$ cat src/hw/tca_pkg.sv
// shared constants for the timer count access block
package tca_pkg;

    // register byte addresses on the apb bus
    localparam logic [7:0] ADDR_CTRL       = 8'h00;  // enable, mode, input polarity
    localparam logic [7:0] ADDR_COUNT_HI   = 8'h04;  // count_upper_byte
    localparam logic [7:0] ADDR_COUNT_LO   = 8'h08;  // count_lower_byte / count_lower_byte_read
    localparam logic [7:0] ADDR_RELOAD     = 8'h0C;  // 16-bit reload value
    localparam logic [7:0] ADDR_CAPTURE    = 8'h10;  // 16-bit captured count, read only
    localparam logic [7:0] ADDR_STATUS     = 8'h14;  // sticky events, write one to clear
    localparam logic [7:0] ADDR_MASK       = 8'h18;  // interrupt mask, same layout as status

    // control field positions
    localparam int CTRL_EN_BIT  = 0;                 // timer enable
    localparam int CTRL_MODE_LO = 1;                 // mode field low bit
    localparam int CTRL_MODE_HI = 2;                 // mode field high bit
    localparam int CTRL_POL_BIT = 3;                 // 0 rising edge, 1 falling edge

    // status and mask field positions
    localparam int STAT_RELOAD_BIT  = 0;             // counter reloaded
    localparam int STAT_CAPTURE_BIT = 1;             // input edge captured the count
    localparam int STAT_W           = 2;             // width of status and mask

    // reset values
    localparam logic [15:0] RESET_COUNT  = 16'h0000;
    localparam logic [15:0] RESET_RELOAD = 16'hFFFF;
    localparam logic [15:0] RESET_CAPT   = 16'h0000;
    localparam logic [7:0]  RESET_HOLD   = 8'h00;
    localparam logic [3:0]  RESET_CTRL   = 4'h0;

    // counting modes
    typedef enum logic [1:0] {
        TCA_MODE_CONT,                               // count every clock, reload on match
        TCA_MODE_COUNTER,                            // count qualifying input edges
        TCA_MODE_CAPTURE,                            // count clocks, input edge captures
        TCA_MODE_SPARE                               // behaves as continuous
    } tca_mode_t;

endpackage

$ cat src/hw/tca_edge_if.sv
// carries edge polarity to the detector and the edge pulse back
interface tca_edge_if;
    logic falling;                                   // select falling edge when high
    logic edge_seen;                                 // one-cycle qualifying edge pulse

    modport det (input falling, output edge_seen);
    modport use_side (output falling, input edge_seen);
endinterface

$ cat src/hw/tca_edge.sv
// qualifying edge detector for the timer input pin
module tca_edge (
    input  wire logic clock,
    input  wire logic rst,
    input  wire logic pin_in,
    tca_edge_if.det   eif
);
    logic prev_ff;                                   // pin level one clock ago

    // pin is synchronous to clock, so one stage of history is enough
    always_ff @(posedge clock) begin
        if (rst) begin
            prev_ff <= 1'b0;
        end else begin
            prev_ff <= pin_in;
        end
    end

    // pick the edge direction that software selected
    assign eif.edge_seen = eif.falling ? (prev_ff & ~pin_in) : (~prev_ff & pin_in);

endmodule // tca_edge

$ cat src/hw/tca_timer.sv
// Overview of operation
// - input mode starts counting on first edge
// - starting edge raises no interrupt
// - count readable as upper and lower bytes
// - count reads never disturb timer operation
// - enabled upper read copies lower into hold
// - enabled lower read returns hold register
// - disabled lower read returns live byte
// - byte writes land separately, never atomic
// - output pin toggles on every reload
// - capture value minus start gives elapsed clocks
//
// The register addresses and register access over APB were chosen for this implementation.
module tca_timer (
    input  wire logic        clock,
    input  wire logic        rst,
    input  wire logic        psel,
    input  wire logic        penable,
    input  wire logic        pwrite,
    input  wire logic [7:0]  paddr,
    input  wire logic [31:0] pwdata,
    output logic             pready,
    output logic [31:0]      prdata,
    output logic             pslverr,
    input  wire logic        timer_in,
    output logic             timer_out,
    output logic             irq
);
    localparam int STAT_W_L = tca_pkg::STAT_W;       // status and mask width, needed by the declarations below
    logic [3:0]           ctrl_ff;                   // enable, mode, polarity
    logic [15:0]          count_ff;                  // live counter
    logic [15:0]          reload_ff;                 // match value
    logic [15:0]          capt_ff;                   // captured count
    logic [7:0]           hold_ff;                   // lower byte snapshot
    logic                 started_ff;                // counting has begun
    logic [STAT_W_L-1:0]  stat_ff;                   // sticky events
    logic [STAT_W_L-1:0]  mask_ff;                   // interrupt enables
    logic                 pready_ff;                 // access answer
    logic [31:0]          prdata_ff;                 // read data
    logic                 pslverr_ff;                // unmapped address
    logic                 tout_ff;                   // timer output level
    logic                 irq_ff;                    // interrupt level

    tca_edge_if eif ();                              // link to the edge detector

    tca_edge u_edge (
        .clock  (clock),
        .rst    (rst),
        .pin_in (timer_in),
        .eif    (eif)
    );

    // decoded control fields
    logic              enabled;                      // timer running
    tca_pkg::tca_mode_t mode;                        // selected mode
    assign enabled     = ctrl_ff[tca_pkg::CTRL_EN_BIT];
    assign mode        = tca_pkg::tca_mode_t'(ctrl_ff[tca_pkg::CTRL_MODE_HI:tca_pkg::CTRL_MODE_LO]);
    assign eif.falling = ctrl_ff[tca_pkg::CTRL_POL_BIT];

    // apb access: answered one cycle into the access phase
    logic take;                                      // access accepted this edge
    logic wr;                                        // accepted write
    logic rd;                                        // accepted read
    logic mapped;                                    // address hits a register
    assign take = psel & penable & ~pready_ff;
    assign wr   = take & pwrite;
    assign rd   = take & ~pwrite;
    always_comb begin
        case (paddr)
            tca_pkg::ADDR_CTRL, tca_pkg::ADDR_COUNT_HI, tca_pkg::ADDR_COUNT_LO,
            tca_pkg::ADDR_RELOAD, tca_pkg::ADDR_CAPTURE, tca_pkg::ADDR_STATUS,
            tca_pkg::ADDR_MASK: mapped = 1'b1;
            default:            mapped = 1'b0;
        endcase
    end

    // counting events
    logic edge_q;                                    // qualifying input edge
    logic first_edge;                                // starting edge of input mode
    logic inc_evt;                                   // counter advances this edge
    logic reload_evt;                                // counter wraps to one
    logic capt_evt;                                  // capture taken
    assign edge_q     = eif.edge_seen;
    assign first_edge = enabled & ~started_ff & (mode == tca_pkg::TCA_MODE_COUNTER) & edge_q;
    // counter mode advances only on edges; other modes on every clock
    assign inc_evt    = enabled & started_ff & ((mode == tca_pkg::TCA_MODE_COUNTER) ? edge_q : 1'b1);
    assign reload_evt = inc_evt & (count_ff == reload_ff);
    assign capt_evt   = enabled & started_ff & (mode == tca_pkg::TCA_MODE_CAPTURE) & edge_q;

    // bus handshake and read data
    always_ff @(posedge clock) begin
        if (rst) begin
            pready_ff  <= 1'b0;
            prdata_ff  <= 32'h0000_0000;
            pslverr_ff <= 1'b0;
        end else begin
            pready_ff  <= take;
            pslverr_ff <= take & ~mapped;
            if (rd) begin
                case (paddr)
                    tca_pkg::ADDR_CTRL:     prdata_ff <= {28'h000_0000, ctrl_ff};
                    tca_pkg::ADDR_COUNT_HI: prdata_ff <= {24'h00_0000, count_ff[15:8]};
                    tca_pkg::ADDR_COUNT_LO: begin
                        // enabled reads see the snapshot, disabled see the counter
                        if (enabled) begin
                            prdata_ff <= {24'h00_0000, hold_ff};
                        end else begin
                            prdata_ff <= {24'h00_0000, count_ff[7:0]};
                        end
                    end
                    tca_pkg::ADDR_RELOAD:   prdata_ff <= {16'h0000, reload_ff};
                    tca_pkg::ADDR_CAPTURE:  prdata_ff <= {16'h0000, capt_ff};
                    tca_pkg::ADDR_STATUS:   prdata_ff <= {30'h0000_0000, stat_ff};
                    tca_pkg::ADDR_MASK:     prdata_ff <= {30'h0000_0000, mask_ff};
                    default:                prdata_ff <= 32'h0000_0000;
                endcase
            end else if (take) begin
                prdata_ff <= 32'h0000_0000;
            end
        end
    end

    // control, reload and mask registers
    always_ff @(posedge clock) begin
        if (rst) begin
            ctrl_ff   <= tca_pkg::RESET_CTRL;
            reload_ff <= tca_pkg::RESET_RELOAD;
            mask_ff   <= '0;
        end else if (wr) begin
            case (paddr)
                tca_pkg::ADDR_CTRL:   ctrl_ff   <= pwdata[3:0];
                tca_pkg::ADDR_RELOAD: reload_ff <= pwdata[15:0];
                tca_pkg::ADDR_MASK:   mask_ff   <= pwdata[STAT_W_L-1:0];
                default:              ctrl_ff   <= ctrl_ff;
            endcase
        end
    end

    // start gate: input mode waits for its first edge, others start at once
    always_ff @(posedge clock) begin
        if (rst) begin
            started_ff <= 1'b0;
        end else if (!enabled) begin
            started_ff <= 1'b0;
        end else if (mode != tca_pkg::TCA_MODE_COUNTER) begin
            started_ff <= 1'b1;
        end else if (first_edge) begin
            started_ff <= 1'b1;
        end
    end

    // counter: byte writes win over counting; reads never touch it
    // no write staging exists, so a two-byte update is two separate events
    always_ff @(posedge clock) begin
        if (rst) begin
            count_ff <= tca_pkg::RESET_COUNT;
        end else if (wr && paddr == tca_pkg::ADDR_COUNT_HI) begin
            count_ff[15:8] <= pwdata[7:0];
        end else if (wr && paddr == tca_pkg::ADDR_COUNT_LO) begin
            count_ff[7:0] <= pwdata[7:0];
        end else if (reload_evt) begin
            count_ff <= 16'h0001;
        end else if (inc_evt) begin
            count_ff <= count_ff + 16'h0001;
        end
    end

    // lower byte snapshot, taken only on an enabled upper read
    always_ff @(posedge clock) begin
        if (rst) begin
            hold_ff <= tca_pkg::RESET_HOLD;
        end else if (rd && enabled && paddr == tca_pkg::ADDR_COUNT_HI) begin
            hold_ff <= count_ff[7:0];
        end
    end

    // capture keeps the raw count; elapsed clocks = capture minus start
    always_ff @(posedge clock) begin
        if (rst) begin
            capt_ff <= tca_pkg::RESET_CAPT;
        end else if (capt_evt) begin
            capt_ff <= count_ff;
        end
    end

    // output pin toggles on each reload
    always_ff @(posedge clock) begin
        if (rst) begin
            tout_ff <= 1'b0;
        end else if (reload_evt) begin
            tout_ff <= ~tout_ff;
        end
    end

    // sticky status: a set in the clearing cycle wins over the clear
    // the starting edge is deliberately not an event
    logic [STAT_W_L-1:0] set_vec;                    // events this cycle
    logic [STAT_W_L-1:0] clr_vec;                    // write-one-to-clear bits
    always_comb begin
        set_vec = '0;
        set_vec[tca_pkg::STAT_RELOAD_BIT]  = reload_evt;
        set_vec[tca_pkg::STAT_CAPTURE_BIT] = capt_evt;
        clr_vec = (wr && paddr == tca_pkg::ADDR_STATUS) ? pwdata[STAT_W_L-1:0] : '0;
    end

    always_ff @(posedge clock) begin
        if (rst) begin
            stat_ff <= '0;
        end else begin
            stat_ff <= (stat_ff & ~clr_vec) | set_vec;
        end
    end

    // interrupt level follows unmasked status at the same edge; a mask write shows one clock later
    always_ff @(posedge clock) begin
        if (rst) begin
            irq_ff <= 1'b0;
        end else begin
            irq_ff <= |(((stat_ff & ~clr_vec) | set_vec) & mask_ff);
        end
    end

    assign pready    = pready_ff;
    assign prdata    = prdata_ff;
    assign pslverr   = pslverr_ff;
    assign timer_out = tout_ff;
    assign irq       = irq_ff;

    // checks on the count access and output behaviour
    a_first_edge_hold: assert property (@(posedge clock) disable iff (rst)
        first_edge && !wr |=> started_ff && $stable(count_ff))
        else $error("starting edge changed the count");

    a_first_no_irq: assert property (@(posedge clock) disable iff (rst)
        first_edge && !wr |=> stat_ff == $past(stat_ff))
        else $error("starting edge set a status bit");

    a_upper_read: assert property (@(posedge clock) disable iff (rst)
        rd && paddr == tca_pkg::ADDR_COUNT_HI |=> prdata_ff[7:0] == $past(count_ff[15:8]))
        else $error("upper byte read wrong");

    a_read_no_effect: assert property (@(posedge clock) disable iff (rst)
        rd && inc_evt && !reload_evt |=> count_ff == $past(count_ff) + 16'h0001)
        else $error("read disturbed counting");

    a_hold_snap: assert property (@(posedge clock) disable iff (rst)
        rd && enabled && paddr == tca_pkg::ADDR_COUNT_HI |=> hold_ff == $past(count_ff[7:0]))
        else $error("hold not loaded on upper read");

    a_lower_hold: assert property (@(posedge clock) disable iff (rst)
        rd && enabled && paddr == tca_pkg::ADDR_COUNT_LO |=> prdata_ff[7:0] == $past(hold_ff))
        else $error("enabled lower read not from hold");

    a_lower_live: assert property (@(posedge clock) disable iff (rst)
        rd && !enabled && paddr == tca_pkg::ADDR_COUNT_LO |=> prdata_ff[7:0] == $past(count_ff[7:0]))
        else $error("disabled lower read not live");

    a_byte_write: assert property (@(posedge clock) disable iff (rst)
        wr && paddr == tca_pkg::ADDR_COUNT_HI
        |=> count_ff[15:8] == $past(pwdata[7:0]) && count_ff[7:0] == $past(count_ff[7:0]))
        else $error("upper write touched lower byte");

    a_out_toggle: assert property (@(posedge clock) disable iff (rst)
        reload_evt |=> timer_out != $past(tout_ff) ##1 1'b1)
        else $error("output did not toggle on reload");

    a_capture_val: assert property (@(posedge clock) disable iff (rst)
        capt_evt |=> capt_ff == $past(count_ff))
        else $error("capture value wrong");

    a_hold_keep: assert property (@(posedge clock) disable iff (rst)
        !(rd && enabled && paddr == tca_pkg::ADDR_COUNT_HI) |=> $stable(hold_ff))
        else $error("hold changed without upper read");

    // bus answer: one wait state, one-cycle ready, error only for holes in the map
    a_ready_answer: assert property (@(posedge clock) disable iff (rst)
        take |=> pready_ff)
        else $error("access not answered next cycle");

    a_ready_pulse: assert property (@(posedge clock) disable iff (rst)
        pready_ff |=> !pready_ff)
        else $error("ready stood longer than one cycle");

    a_unmapped_err: assert property (@(posedge clock) disable iff (rst)
        take && !mapped |=> pslverr_ff)
        else $error("unmapped access gave no error");

    // nothing but a byte write may move a stopped counter
    a_idle_hold: assert property (@(posedge clock) disable iff (rst)
        !enabled && !wr |=> $stable(count_ff))
        else $error("disabled counter moved");

    a_out_quiet: assert property (@(posedge clock) disable iff (rst)
        !reload_evt |=> $stable(tout_ff))
        else $error("output moved without a reload");

    // an event in the clearing cycle must survive the clear
    a_status_set: assert property (@(posedge clock) disable iff (rst)
        (|set_vec) |=> (stat_ff & $past(set_vec)) == $past(set_vec))
        else $error("status event lost");

    // the interrupt lags a mask write by one clock, so compare only while the mask stands still
    a_irq_level: assert property (@(posedge clock) disable iff (rst)
        $stable(mask_ff) |-> irq_ff == (|(stat_ff & mask_ff)))
        else $error("interrupt level wrong");

endmodule // tca_timer

$ cat config.mk
export PLATFORM = sky130hd
export DESIGN_NAME = tca_timer
export DESIGN_NICKNAME = d
export VERILOG_FILES = /design/src/hw/tca_pkg.sv /design/src/hw/tca_edge_if.sv /design/src/hw/tca_edge.sv /design/src/hw/tca_timer.sv
export SDC_FILE = /design/constraint.sdc
export NUM_CORES = 1
export LEC_CHECK = 0
export BUFFER_PORTS_ARGS = -buffer_cell sky130_fd_sc_hd__buf_2
export CORE_ASPECT_RATIO = 1.2
export CORE_MARGIN = 3
export CORE_UTILIZATION = 45
export CTS_BUF_LIST = sky130_fd_sc_hd__clkbuf_4
export DETAILED_ROUTE_END_ITERATION = 16
export GPL_TIMING_DRIVEN = 0
export PLACE_DENSITY = 0.67
export SYNTH_ARGS = -nofsm -noshare
export SYNTH_HDL_FRONTEND = slang
export SYNTH_HIERARCHICAL = 1
export SYNTH_SLANG_ARGS = --single-unit
$ cat constraint.sdc
create_clock -name clock -period 4.55 [get_ports clock]
set_input_delay 1.1375 -clock clock [delete_from_list [all_inputs] [get_ports clock]]
set_output_delay 1.1375 -clock clock [all_outputs]
set_load 0.005 [all_outputs]
Yosys cells after proc, flatten, opt, wreduce, memory -nomap -nowiden:

Cells that the tools add are included.

* bitwise operators: 28
* equality and inequality tests: 11
* muxes and demuxes: 15
* add/subtract/negate cells: 1
* reduce and logical (&&, ||, !) cells: 18

Operator list (number)
* one-hot mux 16 bit (7 select lines): 1
* two-way mux 32 bit: 2
* two-way mux 16 bit: 2
* two-way mux 8 bit: 4
* equality test 8 x 5 -> 1 bit (second input constant): 3
* adder 16 x 1 -> 16 bit (second input constant): 1
* equality test 16 bit: 1
* equality test 8 x 4 -> 1 bit (second input constant): 2
* AND 1 bit: 15
* AND reduction 2 bit: 5
* inverter 1 bit: 9
* equality test 8 x 3 -> 1 bit (second input constant): 1
* zero test 8 bit: 1
* OR reduction 7 bit: 1
* nonzero test 3 bit: 2
* logical AND 1 bit: 5
* two-way mux 1 bit: 5
* AND 2 bit: 2
* nonzero test 2 bit: 2
* OR reduction 2 bit: 2
* equality test 2 x 1 -> 1 bit (second input constant): 1
* equality test 2 bit (second input constant): 1
* two-way mux 2 bit: 1
* inequality test 2 x 1 -> 1 bit (second input constant): 1
* 3 further kinds: 3

* output and inout bits: 36
* register bits: 102
* word-level logic and storage cells: 88
* input port bits: 46

Logic depth before layout (Yosys ltp):

* word-level depth: 10
* gate-level depth with buffers: 9
* mapped depth without buffers: 8

By module:

Netlist, hierarchy kept.

By module, submodules not included
* tca_timer: cells an instance 545, area each 4289.1 µm², times used 1, seq. area each 1701.6 µm²
* tca_edge: cells an instance 5, area each 48.8 µm², times used 1, seq. area each 20.0 µm²

Worst setup path before layout:

Ideal clock, no wire load.

* path kind: input -> register
* start: in paddr[5]
* end: reg count_ff[5]
* stages on the path: 7
* path slack: 1.564 ns
* buffers on the path: 1
* library setup time: 0.140 ns
* data arrival time: 2.846 ns
* data required time: 4.410 ns
* path through: or4_4 > or2_4 > nor4_4 > buf_2 > nor3_1 > a21oi_1 > o32ai_1

* word-level cells in the longest chain between the ends: 4
* elaborated cells on any way between the ends: 8
* classes of those cells: 2 x eq/ne; 1 x mux; 1 x bitwise; 4 x reduce/logical

Ends and longest elaborated chain
* from (decl): line tca_timer.sv:20 `input wire logic [7:0] paddr,`
* equality test 8 x 4 -> 1 bit / equality test 8 x 3 -> 1 bit (equally long branches): line tca_timer.sv:159, tca_timer.sv:157
* logical AND 1 bit (on tied branches): line tca_timer.sv:159, tca_timer.sv:157
* nonzero test 3 bit (no source line) / inverter 1 bit (equally long branches)
* AND reduction 2 bit (no source line)
* to (signal assigned): line tca_timer.sv:156 `count_ff <= tca_pkg::RESET_COUNT;`
* to (signal assigned): line tca_timer.sv:160 `count_ff[7:0] <= pwdata[7:0];`
* to (signal assigned): line tca_timer.sv:164 `count_ff <= count_ff + 16'h0001;`
* to (decl): line tca_timer.sv:31 `logic [15:0] count_ff;`

Parallel ways exist; a longest one is shown, timed or not.
A chain may end at the register's enable or synchronous reset.

Worst setup path after layout:

* start: in paddr[5]
* end: reg count_ff[6]

The elaborated chain is that of the path after synthesis.

==> results_dict.tcl <==
set metrics [dict create \
    synth-compound-area-share_pct 19.8 \
    cp-startpoint "paddr[5]" \
    vdd_ir_drop_max_mv 0.156 \
    power.leakage_nw 1.81 \
    ys.flop_type "dfxtp_1" \
    crit_family "compound AO/OA/AOI/OAI gates" \
    synthesis.area_mm2 0.00434 \
    drtIter0Drc 334 \
    synthCells 550 \
    drive_gt1_share_pct 15.9 \
    grt_max_degree 16 \
    synth-seq-cells 86 \
    synth.avg_cell_area_um2 7.89 \
    start_kind "primary input" \
    grt_pass1_wl_um 20400 \
    holdWs_ns 0.465 \
    max_freq_ghz 0.336 \
    viasPerCell 5.62 \
    clkSinkCount 86 \
    ctsResizeCount 0 \
    grt_pass1_vias 3999 \
    fin_cells 750 \
    cts_setup_buffers 0 \
    die_y_um 114 \
    n_antenna_cell 0 \
    path_class "in2reg" \
    clk_path_buf_depth 2 \
    status "finished clean" \
    synth-xor-area-share_pct 4.24 \
    dieArea_mm2 0.0109 \
    drc 0 \
    hold_viol_final 0 \
    worstPathMaxFanout 9 \
    maxUsedRoutingLayer "met4" \
    end_kind "register" \
    vias 4217 \
    finalMaxSlewViolations 0 \
    clk_latency_ns 0.46 \
    grt_use_total_pct 24.8 \
    first_pass_iters 5 \
    max-cap-violations 0 \
    yosys_warnings 6 \
    cts_hold_buf 0 \
    cp.required_ns 4.91 \
    arrival_ns 3.34 \
    place_congestion 0.943 \
    cts_root_buf "clkbuf_4" \
    min_path_type "reg2reg" \
    min_period_ns 2.98 \
    muxShareOfSynthArea_pct 4.24 \
    drt-total-wl_um 13100 \
    place_hpwl_um 9980 \
    tns_ns 0 \
    die_w_um 95.6 \
    grt_setup_unrepaired "false" \
    routed-wl-met3_um 1070 \
    power_density_mw_per_mm2 263 \
    io_buffers 49 \
    htreeDepth 3 \
    max_stage_delay_ns 0.65 \
    wire_per_inst_um 17.5 \
    fill_cells 947 \
    cts_inserted_buffers 9 \
    fin_nets 672 \
    initial_utilization_pct 47.0 \
    max_slew.worst_pin.slew_ns 0.947 \
    place_inst 734 \
    fin_skew_ns 0.0151 \
    synth-edff-count 0 \
    ios 82 \
    crit_buf_inv 1 \
    area_delta_synth_final_pct 13.8 \
    clkTransAtPathRegs_ns 0.15 \
    synthSimpleGateAreaFrac_pct 24.0 \
    critical_path.cell_chain "buf_2 > or4_4 > nor2_2 > a31oi_1 > o22ai_1 > a21oi_1 > o32ai_1" \
    final_common_cell "nand2_1" \
    most-common-layout-cells "111 x nand2_1, 86 x dfxtp_1, 55 x buf_2, 51 x a21oi_1, 31 x clkbuf_1" \
    final_antenna_net_count 0 \
    synth_fa_ha_area_share_pct 0.288 \
    antenna_found_initial 0 \
    synth_top_family_by_area "simple AND/OR/NAND/NOR gates" \
    core_area_mm2 0.00922 \
    yosysUniqueCellTypes 60 \
    slew_headroom_pct 36.4 \
    route.met2.wl_um 6010 \
    cts_tree "yes" \
    ys_seq_area_share_pct 39.7 \
    place_ws_ns 1.11 \
    grt_overflow_total 0 \
    finalWorstSetupSlack_ns 1.57 \
    crit_slowest_cell "o22ai_1" \
    finalSetupViolations 0 \
    std_cell_rows 38 \
    worstHoldStart "prdata[7]" \
    ys_async_sr_fraction_pct 0 \
    routedLengthMet1_um 5460 \
    r2r-start "count_ff[5]" \
    timing.final.crit_share_pct 65.4 \
]
area by class of cell:
cell class,instances,area [µm²],share of cell area [%]
timing repair buffer,49,245,4.97
clock inverter,6,70.1,1.42
inverter,15,56.3,1.14
sequential,86,1720,34.9
clock buffer,10,75.1,1.52
multi-input combinational,409,2340,47.5
buffer,55,274,5.55
tap,120,150,3.04
synthesized netlist by cell type (all sizes together) (5+ instances only):
master   instances  area [µm²]
a21o             5        37.5
a21oi           52         264
a22oi           18         135
a2bb2oi          9        78.8
buf             24         158
clkbuf          31         116
dfxtp           86        1720
inv             14        52.6
mux2i           15         150
nand2          111         417
nand2b           5        31.3
nand3           23         115
nand4            6        37.5
nor2            31         119
nor3            19         100
o211ai           5        37.5
o21ai           11        55.1
o22ai            7        50.1
o32ai            6        52.6
xnor2           20         175
power by group:
part           internal, mW  switching (mW)  leakage, nW
clock network         0.179           0.281       0.0766
registers             0.754        0.000587        0.694
logic                0.0302          0.0545         1.04
total                 0.963           0.336         1.81
routing by layer:
layer  vias up  global-route usage [%]
li1       2046                       -
met1      1920                    32.2
met2       207                    39.7
met3        44                    3.36
met4         0                    12.9
met5         -                       0
worst register-to-register path, cell delays in order, from the launching register on:
cell      delay (ns)
dfxtp_1         0.33
clkbuf_1        0.37
xnor2_1         0.19
nand4_1         0.11
nor3_1          0.37
nand2_1         0.24
o211ai_1        0.58
o32ai_1         0.20
registers in the layout, summed over array words and instances (netlist names), 2 cells and up:
register	flops
capt_ff	16
count_ff	16
prdata	16
reload_ff	16
hold_ff	8
ctrl_ff	4
mask_ff	2
stat_ff	2
path summary, 6_finish.rpt:
path | slack (ns) | end | cells past startpoint
max | 1.57 | count_ff[6] | 7
min reg2reg | 0.47 | prdata[7] | 2
min | 0.47 | prdata[7] | 2
max reg2reg | 2.03 | count_ff[6] | 7
cells by family after synthesis:
family / after synthesis
buffers and inverters: 70
adders and majority gates: 1
other: 1
DFF: 86
muxes: 17
xor gates and xnor gates: 21
AOI/OAI and AO/OA: 131
and+or+nand+nor: 223
metrics by stage:
stage	area (µm²)	total power, mW	utilization, %
global placement	4790	0.852	51.9
finish	4930	1.30	53.5
CTS	4930	1.30	53.5
global route	4930	1.34	53.5
detailed placement	4790	0.854	51.9
floorplan	4390	0.818	-
Power figures use the tool's default switching activity.
